File: config.mk
export PLATFORM = sky130hd
export DESIGN_NAME = sapc_apll_control
export DESIGN_NICKNAME = d
export VERILOG_FILES = /design/src/shared/sapc_pkg.sv /design/src/sapc_apll_control.sv
export VERILOG_INCLUDE_DIRS = /design/src /design/src/shared
export SDC_FILE = /design/constraint.sdc
export NUM_CORES = 1
export LEC_CHECK = 0
export ABC_CLOCK_PERIOD_IN_PS = 3100
export BUFFER_PORTS_ARGS = -buffer_cell sky130_fd_sc_hd__buf_4
export CAP_MARGIN = 20
export CORE_MARGIN = 10
export CORE_UTILIZATION = 43
export CTS_CLUSTER_SIZE = 40
export DETAILED_ROUTE_END_ITERATION = 16
export PLACE_DENSITY_LB_ADDON = 0.08
export SLEW_MARGIN = 10
export SYNTH_ARGS = -nofsm -noshare
export SYNTH_HDL_FRONTEND = slang
export SYNTH_SLANG_ARGS = --single-unit
File: constraint.sdc
create_clock -name i_clk -period 3.1 [get_ports i_clk]
set_clock_uncertainty 0.15 [all_clocks]
set_input_delay 0.62 -clock i_clk [delete_from_list [all_inputs] [get_ports i_clk]]
set_output_delay 0.62 -clock i_clk [all_outputs]
set_load 0.01 [all_outputs]
File: src/shared/sapc_params.svh
/*
  Offsets, field positions, reset values and limits for the system analog PLL
  control block. Assumes a 32-bit Avalon-MM slave with word addressing in bytes.
*/
`ifndef SAPC_PARAMS_SVH
`define SAPC_PARAMS_SVH

// Register byte offsets
`define SAPC_OFS_CTRL      4'h0
`define SAPC_OFS_STATUS    4'h4
`define SAPC_OFS_FREQ_NUM_LO 4'h8
`define SAPC_OFS_FREQ_NUM_HI 4'hC

// Control word fields
`define SAPC_CTRL_FBDIV_LSB 0
`define SAPC_CTRL_FBDIV_MSB 9
`define SAPC_CTRL_DOUBLER   16
`define SAPC_CTRL_GPIO_SEL  17

// Frequency fraction widths
`define SAPC_NUM_W 48
`define SAPC_DEN_W 16

// Feedback divider limits and reset value
`define SAPC_FBDIV_MIN   10'h06C
`define SAPC_FBDIV_MAX   10'h22C
`define SAPC_FBDIV_RESET 10'h06C

// Bit width of the control-voltage comparator code
`define SAPC_VC_W 8

`endif

File: src/shared/sapc_pkg.sv
/*
  Types for the system analog PLL control block.
  Assumes sapc_params.svh supplies the widths.
*/
`include "sapc_params.svh"

package sapc_pkg;

  typedef enum logic [2:0] {
    SAPC_ST_BOOT = 3'h1,
    SAPC_ST_LOAD = 3'h2,
    SAPC_ST_RUN  = 3'h4
  } sapc_state_t;

  typedef enum logic [1:0] {
    SAPC_SRC_NONE = 2'h0,
    SAPC_SRC_OTP  = 2'h1,
    SAPC_SRC_EEP  = 2'h2
  } sapc_src_t;

endpackage

File: src/sapc_apll_control.sv
/*
  System analog PLL control: reference path select, feedback divider,
  boot-time load from OTP or EEPROM, host rewrites over Avalon-MM, lock status.
  Assumes the boot image and control-voltage code come from outside, synchronous to i_clk.
*/
`timescale 1ns/10ps
`include "sapc_params.svh"

module sapc_apll_control (
  // Clock and reset
  input wire logic i_clk,
  input wire logic i_resetn,
  // Avalon-MM slave
  input wire logic [3:0] i_avs_address,
  input wire logic i_avs_read,
  input wire logic i_avs_write,
  input wire logic [31:0] i_avs_writedata,
  input wire logic [3:0] i_avs_byteenable,
  output logic [31:0] o_avs_readdata,
  output logic o_avs_waitrequest,
  // Boot configuration sources
  input wire logic i_otp_enable,
  input wire logic i_otp_valid,
  input wire logic [31:0] i_otp_ctrl,
  input wire logic i_eep_enable,
  input wire logic i_eep_valid,
  input wire logic [31:0] i_eep_ctrl,
  // Analog loop interface
  input wire logic i_crystal_present,
  input wire logic [`SAPC_VC_W-1:0] i_vc_code,
  output logic o_doubler_en,
  output logic [9:0] o_fbdiv,
  output logic [`SAPC_VC_W-1:0] o_vc_lo,
  output logic [`SAPC_VC_W-1:0] o_vc_hi,
  output logic o_clocks_enable,
  // Status
  output logic o_boot_done,
  output logic o_gpio_lol,
  output logic o_gpio_lol_oe
);

  function automatic logic [9:0] clamp_div(input logic [9:0] d);
    if (d < `SAPC_FBDIV_MIN) begin
      clamp_div = `SAPC_FBDIV_MIN;
    end else if (d > `SAPC_FBDIV_MAX) begin
      clamp_div = `SAPC_FBDIV_MAX;
    end else begin
      clamp_div = d;
    end
  endfunction

  function automatic logic [31:0] merge_be(input logic [31:0] old, input logic [31:0] wd, input logic [3:0] be);
    merge_be = old;
    for (int i = 0; i < 4; i++) begin
      if (be[i]) begin
        merge_be[i*8 +: 8] = wd[i*8 +: 8];
      end
    end
  endfunction

  sapc_pkg::sapc_state_t state, next_state;
  sapc_pkg::sapc_src_t src, next_src;
  logic doubler, next_doubler;
  logic gpio_sel, next_gpio_sel;
  logic [9:0] fbdiv, next_fbdiv;
  logic [`SAPC_NUM_W-1:0] freq_num, next_freq_num;
  logic [`SAPC_DEN_W-1:0] freq_den, next_freq_den;
  logic lol, next_lol;
  logic lol_sticky, next_lol_sticky;
  logic [31:0] rdata, next_rdata;
  logic ack, next_ack;
  logic [31:0] ctrl_word;
  logic [31:0] boot_word;
  logic req;
  logic [`SAPC_VC_W-1:0] vc_lo, vc_hi;

  assign req = i_avs_read | i_avs_write;
  assign ctrl_word = {14'h0000, gpio_sel, doubler, 6'h00, fbdiv};
  assign boot_word = i_otp_enable && i_otp_valid ? i_otp_ctrl : i_eep_ctrl;

  // Lock window follows the divider and reference path
  always_comb begin
    vc_lo = `SAPC_VC_W'(8'h20 + {7'h00, doubler});
    vc_hi = `SAPC_VC_W'(8'hC0 - fbdiv[9:3]);
  end

  always_comb begin
    next_state = state;
    next_src = src;
    next_doubler = doubler;
    next_gpio_sel = gpio_sel;
    next_fbdiv = fbdiv;
    next_freq_num = freq_num;
    next_freq_den = freq_den;
    next_rdata = rdata;
    next_ack = 1'b0;
    unique case (state)
      sapc_pkg::SAPC_ST_BOOT: begin
        next_state = sapc_pkg::SAPC_ST_LOAD;
      end
      sapc_pkg::SAPC_ST_LOAD: begin
        // Boot load, OTP first then EEPROM
        if ((i_otp_enable && i_otp_valid) || (i_eep_enable && i_eep_valid)) begin
          next_src = (i_otp_enable && i_otp_valid) ? sapc_pkg::SAPC_SRC_OTP : sapc_pkg::SAPC_SRC_EEP;
          next_doubler = boot_word[`SAPC_CTRL_DOUBLER];
          next_gpio_sel = boot_word[`SAPC_CTRL_GPIO_SEL];
          next_fbdiv = clamp_div(boot_word[`SAPC_CTRL_FBDIV_MSB:`SAPC_CTRL_FBDIV_LSB]);
        end
        next_state = sapc_pkg::SAPC_ST_RUN;
      end
      sapc_pkg::SAPC_ST_RUN: begin
        // Host access, one wait cycle then answer
        if (req && !ack) begin
          next_ack = 1'b1;
          if (i_avs_write) begin
            unique case (i_avs_address)
              `SAPC_OFS_CTRL: begin
                next_fbdiv = clamp_div(merge_be(ctrl_word, i_avs_writedata, i_avs_byteenable)
                  [`SAPC_CTRL_FBDIV_MSB:`SAPC_CTRL_FBDIV_LSB]);
                next_doubler = merge_be(ctrl_word, i_avs_writedata, i_avs_byteenable)[`SAPC_CTRL_DOUBLER];
                next_gpio_sel = merge_be(ctrl_word, i_avs_writedata, i_avs_byteenable)[`SAPC_CTRL_GPIO_SEL];
              end
              `SAPC_OFS_FREQ_NUM_LO: begin
                next_freq_num[31:0] = merge_be(freq_num[31:0], i_avs_writedata, i_avs_byteenable);
              end
              `SAPC_OFS_FREQ_NUM_HI: begin
                {next_freq_den, next_freq_num[47:32]} =
                  merge_be({freq_den, freq_num[47:32]}, i_avs_writedata, i_avs_byteenable);
              end
              default: begin
              end
            endcase
          end else begin
            unique case (i_avs_address)
              `SAPC_OFS_CTRL: next_rdata = ctrl_word;
              `SAPC_OFS_STATUS: next_rdata = {28'h0000000, src, lol_sticky, lol};
              `SAPC_OFS_FREQ_NUM_LO: next_rdata = freq_num[31:0];
              `SAPC_OFS_FREQ_NUM_HI: next_rdata = {freq_den, freq_num[47:32]};
              default: next_rdata = 32'h00000000;
            endcase
          end
        end
      end
    endcase
  end

  // Lock comparator: locked only inside the window
  always_comb begin
    next_lol = !(state == sapc_pkg::SAPC_ST_RUN && i_vc_code >= vc_lo && i_vc_code <= vc_hi);
    next_lol_sticky = lol_sticky | lol;
    // Read of status clears the sticky bit, a new loss wins
    if (state == sapc_pkg::SAPC_ST_RUN && i_avs_read && !ack && i_avs_address == `SAPC_OFS_STATUS) begin
      next_lol_sticky = lol;
    end
  end

  always_ff @(posedge i_clk) begin
    if (!i_resetn) begin
      state <= sapc_pkg::SAPC_ST_BOOT;
      src <= sapc_pkg::SAPC_SRC_NONE;
      doubler <= 1'b0;
      gpio_sel <= 1'b0;
      fbdiv <= `SAPC_FBDIV_RESET;
      freq_num <= 48'h000000000000;
      freq_den <= 16'h0001;
      lol <= 1'b1;
      lol_sticky <= 1'b0;
      rdata <= 32'h00000000;
      ack <= 1'b0;
    end else begin
      state <= next_state;
      src <= next_src;
      doubler <= next_doubler;
      gpio_sel <= next_gpio_sel;
      fbdiv <= next_fbdiv;
      freq_num <= next_freq_num;
      freq_den <= next_freq_den;
      lol <= next_lol;
      lol_sticky <= next_lol_sticky;
      rdata <= next_rdata;
      ack <= next_ack;
    end
  end

  assign o_avs_waitrequest = req && !ack;
  assign o_avs_readdata = rdata;
  assign o_doubler_en = doubler;
  assign o_fbdiv = fbdiv;
  assign o_vc_lo = vc_lo;
  assign o_vc_hi = vc_hi;
  assign o_clocks_enable = i_crystal_present && !lol;
  assign o_boot_done = state == sapc_pkg::SAPC_ST_RUN;
  assign o_gpio_lol = lol;
  assign o_gpio_lol_oe = gpio_sel;

  property p_fbdiv_range;
    @(posedge i_clk) disable iff (!i_resetn) fbdiv >= `SAPC_FBDIV_MIN && fbdiv <= `SAPC_FBDIV_MAX;
  endproperty
  a_fbdiv_range: assert property (p_fbdiv_range) else $error("feedback divider out of range");

  property p_boot_two;
    @(posedge i_clk) $rose(i_resetn) |-> ##2 o_boot_done;
  endproperty
  a_boot_two: assert property (p_boot_two) else $error("boot sequence not done in two cycles");

  property p_ctrl_write;
    @(posedge i_clk) disable iff (!i_resetn)
      o_boot_done && i_avs_write && !o_avs_waitrequest && i_avs_address == `SAPC_OFS_CTRL && i_avs_byteenable[2]
      |=> doubler == $past(i_avs_writedata[`SAPC_CTRL_DOUBLER]);
  endproperty
  a_ctrl_write: assert property (p_ctrl_write) else $error("doubler write lost");

  property p_lock_out;
    @(posedge i_clk) disable iff (!i_resetn)
      o_boot_done && (i_vc_code < vc_lo || i_vc_code > vc_hi) |=> lol;
  endproperty
  a_lock_out: assert property (p_lock_out) else $error("lock kept outside window");

  property p_lock_in;
    @(posedge i_clk) disable iff (!i_resetn)
      o_boot_done && i_vc_code >= vc_lo && i_vc_code <= vc_hi && $stable(vc_lo) |=> !lol;
  endproperty
  a_lock_in: assert property (p_lock_in) else $error("loss reported inside window");

  property p_gpio;
    @(posedge i_clk) disable iff (!i_resetn) o_gpio_lol_oe == gpio_sel && o_gpio_lol == lol;
  endproperty
  a_gpio: assert property (p_gpio) else $error("gpio does not mirror loss of lock");

  property p_sticky;
    @(posedge i_clk) disable iff (!i_resetn) lol |=> lol_sticky;
  endproperty
  a_sticky: assert property (p_sticky) else $error("sticky loss not set");

  property p_wait_one;
    @(posedge i_clk) disable iff (!i_resetn) o_boot_done && req && !ack |=> !o_avs_waitrequest;
  endproperty
  a_wait_one: assert property (p_wait_one) else $error("bus answer late");

endmodule

# After elaboration in Yosys (flattened, before gate mapping)
# Index checks and enable logic that the tools add are counted.
[word_totals]
elab_cells = 104
in_bits = 121
regBits = 116
output_inout_bits = 64
[classes]
reduce_logical = 29
add_sub_neg = 2
magnitude_cmp = 6
bitwise_logic = 3
n_eq_ne = 11
muxes = 36
[ops]
columns = ["operator", "count"]
rows = [
  ["case mux 32 bit (4 select lines)", 1],
  ["2-to-1 mux 10 bit", 8],
  ["AND reduction 5 bit", 9],
  ["2-to-1 mux 8 bit", 5],
  ["> comparator 10 bit, second input constant", 2],
  ["< comparator 10 x 7 -> 1 bit, second input constant", 2],
  ["case mux 10 bit (2 select lines)", 1],
  ["2-to-1 mux 18 bit", 1],
  ["2-to-1 mux 2 bit", 7],
  ["2-to-1 mux 1 bit", 10],
  ["logical AND 1 bit", 9],
  ["== test 4 bit, second input constant", 2],
  ["greater-or-equal comparator 8 x 7 -> 1 bit", 1],
  ["less-or-equal comparator 8 bit", 1],
  ["inequality test 2 bit, second input constant", 4],
  ["subtractor 8 x 7 -> 8 bit, first input constant", 1],
  ["adder 6 x 1 -> 7 bit, first input constant", 1],
  ["case mux 3 bit (2 select lines)", 1],
  ["AND reduction 6 bit", 1],
  ["== test 4 x 3 -> 1 bit, second input constant", 1],
  ["logical NOT 4 bit", 1],
  ["case mux 1 bit (2 select lines)", 2],
  ["AND reduction 2 bit", 2],
  ["nonzero test 2 bit", 2],
  ["other kinds (9)", 12],
]

# Longest topological paths before layout
# Gate-level depths: netlist of the first run.
[logic_depth]
word_depth = 12
mapped_depth = 11
ltp_nobuf = 10

# Least setup slack after synthesis of the first run
# No wires, ideal clock.
[synth_timing]
path_type = "reg-to-reg"
from = "reg fbdiv[4], in the netlist o_fbdiv[4]"
to = "reg lol, in the netlist o_gpio_lol"
arrival_time_ns = 2.150
synth_period_minus_slack_ns = 2.420
path_slack_ns = 0.680
setup_ns = 0.120
required_ns = 2.830
path_buffers = 1
path_stages_with_launch = 12
cell_sequence = "dfxtp_1 -> clkbuf_1 -> nor2_1 -> nand2_1 -> xor2_1 -> inv_1 -> ha_1 -> a21o_1 -> a21o_1 -> a21oi_1 -> o21ai_0 -> a211o_1"
[synth_between]
elab_chain_cells = 4
[synth_lines]
columns = ["item", "line_no", "rtl"]
rows = [
  ["start: declaration", "sapc_apll_control.sv:65", "logic [9:0] fbdiv, next_fbdiv;"],
  ["start signal: assignment", "sapc_apll_control.sv:163", "fbdiv <= `SAPC_FBDIV_RESET;"],
  ["start signal: assignment", "sapc_apll_control.sv:175", "fbdiv <= next_fbdiv;"],
  ["subtractor 8 x 7 -> 8 bit", "sapc_apll_control.sv:84", "vc_hi = `SAPC_VC_W'(8'hC0 - fbdiv[9:3]);"],
  ["named net o_vc_hi[5]", "sapc_apll_control.sv:34", "output logic [`SAPC_VC_W-1:0] o_vc_hi,"],
  ["less-or-equal comparator 8 bit", "sapc_apll_control.sv:149", "next_lol = !(state == sapc_pkg::SAPC_ST_RUN && i_vc_code >= vc_lo && i_vc_code <= vc_hi);"],
  ["logical AND 1 bit", "sapc_apll_control.sv:149", ""],
  ["logical NOT 1 bit", "sapc_apll_control.sv:149", ""],
  ["end signal: assignment", "sapc_apll_control.sv:178", "lol <= next_lol;"],
  ["end: declaration", "sapc_apll_control.sv:68", "logic lol, next_lol;"],
]
# The timed path passes the listed nets, and every way through them passes these cells.
# A chain may end at the register's enable or synchronous reset.

# Worst setup path after layout of the first run
[layout_timing]
from = "reg state[2]"
to = "reg freq_den[0]"
[layout_between]
elab_chain_cells = 2
[layout_lines]
columns = ["item", "line_no", "rtl"]
rows = [
  ["start: declaration", "sapc_apll_control.sv:61", "sapc_pkg::sapc_state_t state, next_state;"],
  ["start signal: assignment", "sapc_apll_control.sv:159", "state <= sapc_pkg::SAPC_ST_BOOT;"],
  ["start signal: assignment", "sapc_apll_control.sv:171", "state <= next_state;"],
  ["== test 3 bit", "sapc_apll_control.sv:97", "unique case (state)"],
  ["AND reduction 5 bit (no source line)", "--", ""],
  ["end signal: assignment", "sapc_apll_control.sv:177", "freq_den <= next_freq_den;"],
  ["end: declaration", "sapc_apll_control.sv:67", "logic [`SAPC_DEN_W-1:0] freq_den, next_freq_den;"],
]
# No other way between the ends.

==> results of run 1 <==
## cell usage in the layout (no fill, tap or decap), types with 6 or more instances in the layout
master / count
conb_1: 7
mux2i_1: 27
ha_1: 10
nor3b_1: 23
nand3_1: 69
a21boi_1: 45
clkbuf_16: 17
inv_1: 13
a221oi_2: 18
a21boi_0: 17
mux2_2: 11
a21oi_1: 11
o21ai_0: 9
clkinv_2: 7
nor2b_1: 20
nor2_1: 41
buf_4: 151
dfxtp_1: 116
nand4_1: 6
a22o_1: 9
and2_1: 6
nand2_1: 96
## worst paths after layout
kind                startpoint  cells past startpoint                 to  slack (ps)
max reg2reg           state[2]                      6        freq_den[0]         410
min reg2reg  o_avs_readdata[5]                      2  o_avs_readdata[5]         300
max                   state[2]                      6        freq_den[0]         410
min          o_avs_readdata[5]                      2  o_avs_readdata[5]         300
## sequential cells by signal, summed over array words and instances, names as in the netlist
signal and flops:
ack 1, freq_den 16, freq_num 48, lol_sticky 1, o_avs_readdata 32, o_doubler_en 1, o_fbdiv 10, o_gpio_lol 1
o_gpio_lol_oe 1, src 2, state 3
## power by group through the flow
stage                     Combinational [uW]  Clock (uW)  Sequential, uW
final                                    386        1820            1530
after global routing                     424        1910            1530
after CTS                                388        1850            1530
after detailed placement                 387           0            1560
after global placement                   382           0            1560
after floorplan                          219           0            1560
## area by class of cell
class | count | area [um2] | area share (%)
Tap cell | 180 | 225 | 2.93
Clock inverter | 10 | 82.6 | 1.08
Multi-Input combinational cell | 501 | 3370 | 43.9
Inverter | 14 | 53.8 | 0.701
Timing Repair Buffer | 152 | 1150 | 15.0
Sequential cell | 116 | 2320 | 30.2
Clock buffer | 21 | 470 | 6.13
## worst max-delay path: cells and delay by family, from the launching register on
| family | cells | cell delay, ps |
|---|---|---|
| DFF | 1 | 410 |
| and+or+nand+nor | 6 | 2000 |
## metal layers
layer	vias up	global-route usage [%]	wire, um
met1	2574	21.5	7570
met5	-	0	0
met3	15	5.34	1070
met4	0	4.50	167
met2	148	31.2	9080
li1	2674	-	-
## stage by stage
step | hold slack (ps) | std cells
final | 298 | 994
after global routing | 313 | 994
after CTS | 302 | 994
after detailed placement | 295 | 963
after global placement | 289 | 963
after floorplan | 268 | 692
## logic make-up (layout without fill, tap and decap cells)
| group | after synthesis | count (layout) | share of synthesized area (%) |
|---|---|---|---|
| AO/OA/AOI/OAI | 150 | 150 | 20.9 |
| XOR/XNOR | 5 | 5 | 0.726 |
| adder cells (fa/ha/maj) | 10 | 10 | 2.08 |
| buffers and inverters | 75 | 197 | 6.04 |
| flip-flops | 116 | 116 | 38.5 |
| multiplexers | 42 | 42 | 8.03 |
| other | 2 | 7 | 0.125 |
| AND/OR/NAND/NOR | 287 | 287 | 23.6 |
==> impl_metrics.tcl, run 1 <==
set metrics [dict create \
    synthTopCellsByArea "dfxtp_1, nand2_1, nand3_1" \
    synth-main-ff-cell "dfxtp_1" \
    core_area_um2 13800 \
    drc 0 \
    slew_headroom_pct 62.0 \
    yosysTopAreaCellShare_pct 38.5 \
    drv_cap 0 \
    io_pins 185 \
    crit_chain "or3b_4 > nor3b_4 > and2_1 > nand2_1 > nand2_1 > nand3_1" \
    post_dp_cell_area_um2 7130 \
    setup.worst_path.end_class "flip-flop" \
    synth.cell_area_um2 6030 \
    numCtsBuffers 17 \
    ys_warn_count 0 \
    pre_cts_ws_ps 374 \
    grt_overflow_total 0 \
    cts_tree "yes" \
    setup_violations 0 \
    timing.final.crit_period_ps 2690 \
    powerDensity_nw_per_um2 487 \
    total_power_uw 3740 \
    die_h_um 138 \
    start_util_pct 43.6 \
    fin_nets 933 \
    vdd_ir_drop_max_mv 0.365 \
    syn_to_final_growth_pct 27.3 \
    hold_viol 0 \
    rsz0062_at_grt "false" \
    hpwlAfterDp_um 13000 \
    row_count 43 \
    avgSynthCellArea_um2 8.78 \
    drtIter0Drc 312 \
    dieArea_um2 19200 \
    clkPwrFrac_pct 48.7 \
    postRouteAntennaNets 0 \
    grt_max_degree 69 \
    power_switching_uw 897 \
    setup-tns-final_ps 0 \
    post_drt_via_cell_ratio 5.44 \
    combinationalPowerShare_pct 10.3 \
    setup_ws_ps 412 \
    via_count 5411 \
    io_buffers 137 \
    cp.arrival_ps 2820 \
    p_seq_share_pct 41.0 \
    swShare_pct 24.0 \
    fin_util_pct 55.5 \
    post_synth_most_frequent_cells "dfxtp_1, nand2_1, nand3_1" \
    async_flop_share_pct 0 \
    cp_max_fo 13 \
    grt_pass1_wl_um 28700 \
    drive_gt1_share_pct 28.1 \
    worstMarginPinSlew_ps 569 \
    period_share_pct 86.7 \
    slew_viol_final 0 \
    crit_path_frequent_cell "nand2_1" \
    cpPeakStageDelay_ps 530 \
    cts_setup_buffers 0 \
    cts_resized 0 \
    antenna_found_initial 0 \
    intPower_uw 2840 \
    synth_edf_count 0 \
    wire_per_inst_um 18.0 \
    design_area_um2 7680 \
    grt.total_usage_pct 18.1 \
    htree_levels 4 \
    cts.sinks 116 \
    clk_pin_slew_ps 50 \
    cts_hold_buf 0 \
    yosysTopAreaCell "dfxtp_1" \
    finalWirelength_um 17900 \
    first_pass_iters 7 \
    cts_buffer_depth 2 \
    die_w_um 138 \
    grt_pass1_vias 5539 \
    clock.fmax_mhz 372 \
    clk_latency_ps 410 \
    critPathSlowestCell "and2_1" \
    synth_most_common_cell "dfxtp_1" \
    globalplace.congestion 0.846 \
    synthCells 687 \
    p_leak_uw 0.00323 \
    crit_type "flip-flop to flip-flop" \
    worstPathRequired_ps 3230 \
    diodes 0 \
    seq_area_frac_synth_pct 38.5 \
    hold_path.class "flip-flop to flip-flop" \
    ys_seq_elements 116 \
    ys_types 62 \
    start_kind "flip-flop" \
    root_buffer "clkbuf_16" \
    fill_cells 1311 \
    status "complete, no violations" \
]
Power figures use the tool's default switching activity.
==> inputs of run 2 (changes only) <==
--- a/config.mk
+++ b/config.mk
@@ -6,6 +6,7 @@
 export SDC_FILE = /design/constraint.sdc
 export NUM_CORES = 1
 export LEC_CHECK = 0
+export ABC_AREA = 1
 export ABC_CLOCK_PERIOD_IN_PS = 3100
 export BUFFER_PORTS_ARGS = -buffer_cell sky130_fd_sc_hd__buf_4
 export CAP_MARGIN = 20
==> impl_metrics.tcl, run 2 <==
set metrics [dict create \
    post_synth_most_frequent_cells "nand2_1, nor2_1, dfxtp_1" \
    hold_path.class "input pin to flip-flop" \
    synth.cell_area_um2 5670 \
    setup-tns-final_ps 0 \
    crit_chain "inv_1 > ha_1 > nand3_1 > nor2_1 > nand2_1 > xor2_1 > buf_4" \
    cts_hold_buf 0 \
    numCtsBuffers 17 \
    clk_latency_ps 410 \
    synthCells 816 \
    drive_gt1_share_pct 22.4 \
    io_pins 185 \
    cp-startpoint "o_fbdiv[3]" \
    fin_cells 1132 \
    ys_types 34 \
    slew_viol_final 0 \
    avgSynthCellArea_um2 6.95 \
    htree_levels 4 \
    crit_type "flip-flop to output pin" \
    fin_util_pct 58.1 \
    layout_commonest_cell "nand2_1" \
    dieArea_um2 18200 \
    finalWirelength_um 18200 \
    slew_headroom_pct 56.0 \
    cp.arrival_ps 1860 \
    powerDensity_nw_per_um2 531 \
    dpl.cell_count 1100 \
    die_w_um 135 \
    grt_pass1_vias 5669 \
    cts_buffer_depth 2 \
    worstMarginPinSlew_ps 658 \
    first_pass_iters 5 \
    via_count 5857 \
    cp.depth 7 \
    clk_pin_slew_ps 60 \
    async_flop_share_pct 0 \
    path_delay_family "flip-flops" \
    regArea_um2 2320 \
    post_drt_via_cell_ratio 5.17 \
    hpwlAfterDp_um 13500 \
    multiInputGateArea_um2 2850 \
    ys_seq_elements 116 \
    wire_per_inst_um 16.1 \
    yosysTopAreaCellShare_pct 40.9 \
    vdd_ir_drop_max_mv 0.319 \
    fin_nets 1078 \
    synth_most_common_cell "nand2_1" \
    postRouteAntennaNets 0 \
    rsz0062_at_grt "false" \
    r2r_end "o_gpio_lol" \
    setup_violations 0 \
    start_kind "flip-flop" \
    setup.worst_path.end_class "output pin" \
    yosysTopAreaCell "dfxtp_1" \
    critPathSlowestCell "dfxtp_1" \
    row_count 41 \
    antenna_found_initial 0 \
    cp_max_fo 7 \
    globalplace.congestion 0.933 \
    final_cell_mix "nand2_1, buf_4, nor2_1, dfxtp_1, o21ai_0" \
    synth_edf_count 0 \
    cts_setup_buffers 0 \
    grt_max_degree 70 \
    drc 0 \
    grt_overflow_total 0 \
    synth-main-ff-cell "dfxtp_1" \
    endpoint "o_vc_hi[6]" \
    clock.fmax_mhz 381 \
    cts.sinks 116 \
    grt_pass1_wl_um 29100 \
    rr_worst_depth 13 \
    grt.total_usage_pct 19.9 \
    fill_cells 1253 \
    cp.buffers_inverters 2 \
    largest_reg_flops 48 \
    ys_warn_count 0 \
    p_leak_uw 0.00330 \
    syn_to_final_growth_pct 30.8 \
    core_area_um2 12800 \
    max_flop_register "freq_num" \
    period_share_pct 84.7 \
    hold_ws_ps 290 \
    seq_area_frac_synth_pct 40.9 \
    cts_tree "yes" \
    hold_viol 0 \
    cts_resized 0 \
    status "complete, no violations" \
    io_buffers 137 \
    reg2reg_from "o_fbdiv[3]" \
    timing.final.crit_period_ps 2630 \
    cpPeakStageDelay_ps 470 \
    r2r_slack_ps 680 \
    start_util_pct 44.4 \
    drv_cap 0 \
    die_h_um 135 \
    diodes 0 \
    synthTopCellsByArea "dfxtp_1, nand2_1, nor2_1" \
    root_buffer "clkbuf_16" \
    drtIter0Drc 462 \
    worstPathRequired_ps 2330 \
]
run 2: cell types whose count changed after synthesis, moves of 23 or more:
cell | previous run | this run
a21boi_1 | 45 | 0
inv_1 | 13 | 65
nand3_1 | 69 | 32
mux2i_1 | 27 | 0
nor3b_1 | 23 | 0
a21oi_1 | 11 | 73
nor2_1 | 42 | 125
o21ai_0 | 9 | 88
nand2_1 | 96 | 180
run 2: cell families after synthesis:
family,Yosys count,synth area share [%]
flops,116,40.9
xor+xnor,5,0.772
other cells,2,0.132
compound gates,202,19.7
simple gates,364,27.1
fa+ha+maj,10,2.21
buf+inv,117,9.13
run 2: layer usage:
layer	wire [um]	part of all wire (%)	global-route usage (%)
met5	0	0	0
met4	246	1.4	6.11
met3	1350	7.4	5.75
met2	8780	48	32.4
met1	7820	43	24.7
run 2: power by group:
group          leakage [uW]  switching [uW]  total (uW)  internal (uW)
Sequential         0.000936            17.6        1530           1510
Combinational       0.00207             232         395            163
Clock              0.000295             703        2020           1320
run 2: cell type report:
type	instances	area share (%)
Inverter	76	3.86
Clock buffer	23	6.84
Timing Repair Buffer	148	15.1
Sequential cell	116	31.3
Multi-Input combinational cell	588	38.4
Tap cell	172	2.90
Clock inverter	9	1.57
run 2: stage by stage:
stage | instance area [um2] | power, uW | worst slack (ps)
floorplan | 5690 | 1760 | 811
global placement | 6800 | 1950 | 665
detailed placement | 6800 | 1950 | 654
CTS | 7420 | 3970 | 454
global route | 7420 | 4090 | 318
finish | 7420 | 3940 | 475
run 2: worst min-delay path by stage:
stage	cells after the start	to	from
after global routing	3	freq_den[7]	i_avs_writedata[23]
after detailed placement	2	freq_den[10]	freq_den[10]
after floorplan	2	freq_num[32]	freq_num[32]
after CTS	3	freq_num[30]	i_avs_writedata[30]
after global placement	2	freq_den[14]	freq_den[14]
final	3	freq_num[30]	i_avs_writedata[30]
run 2: worst register-to-register path, delay by kind of cell, from the launching register on:
family	cells	cell delay, ps
simple gates	7	630
fa+ha+maj	2	500
flops	1	470
xor+xnor	1	200
buf+inv	2	190
compound gates	1	140
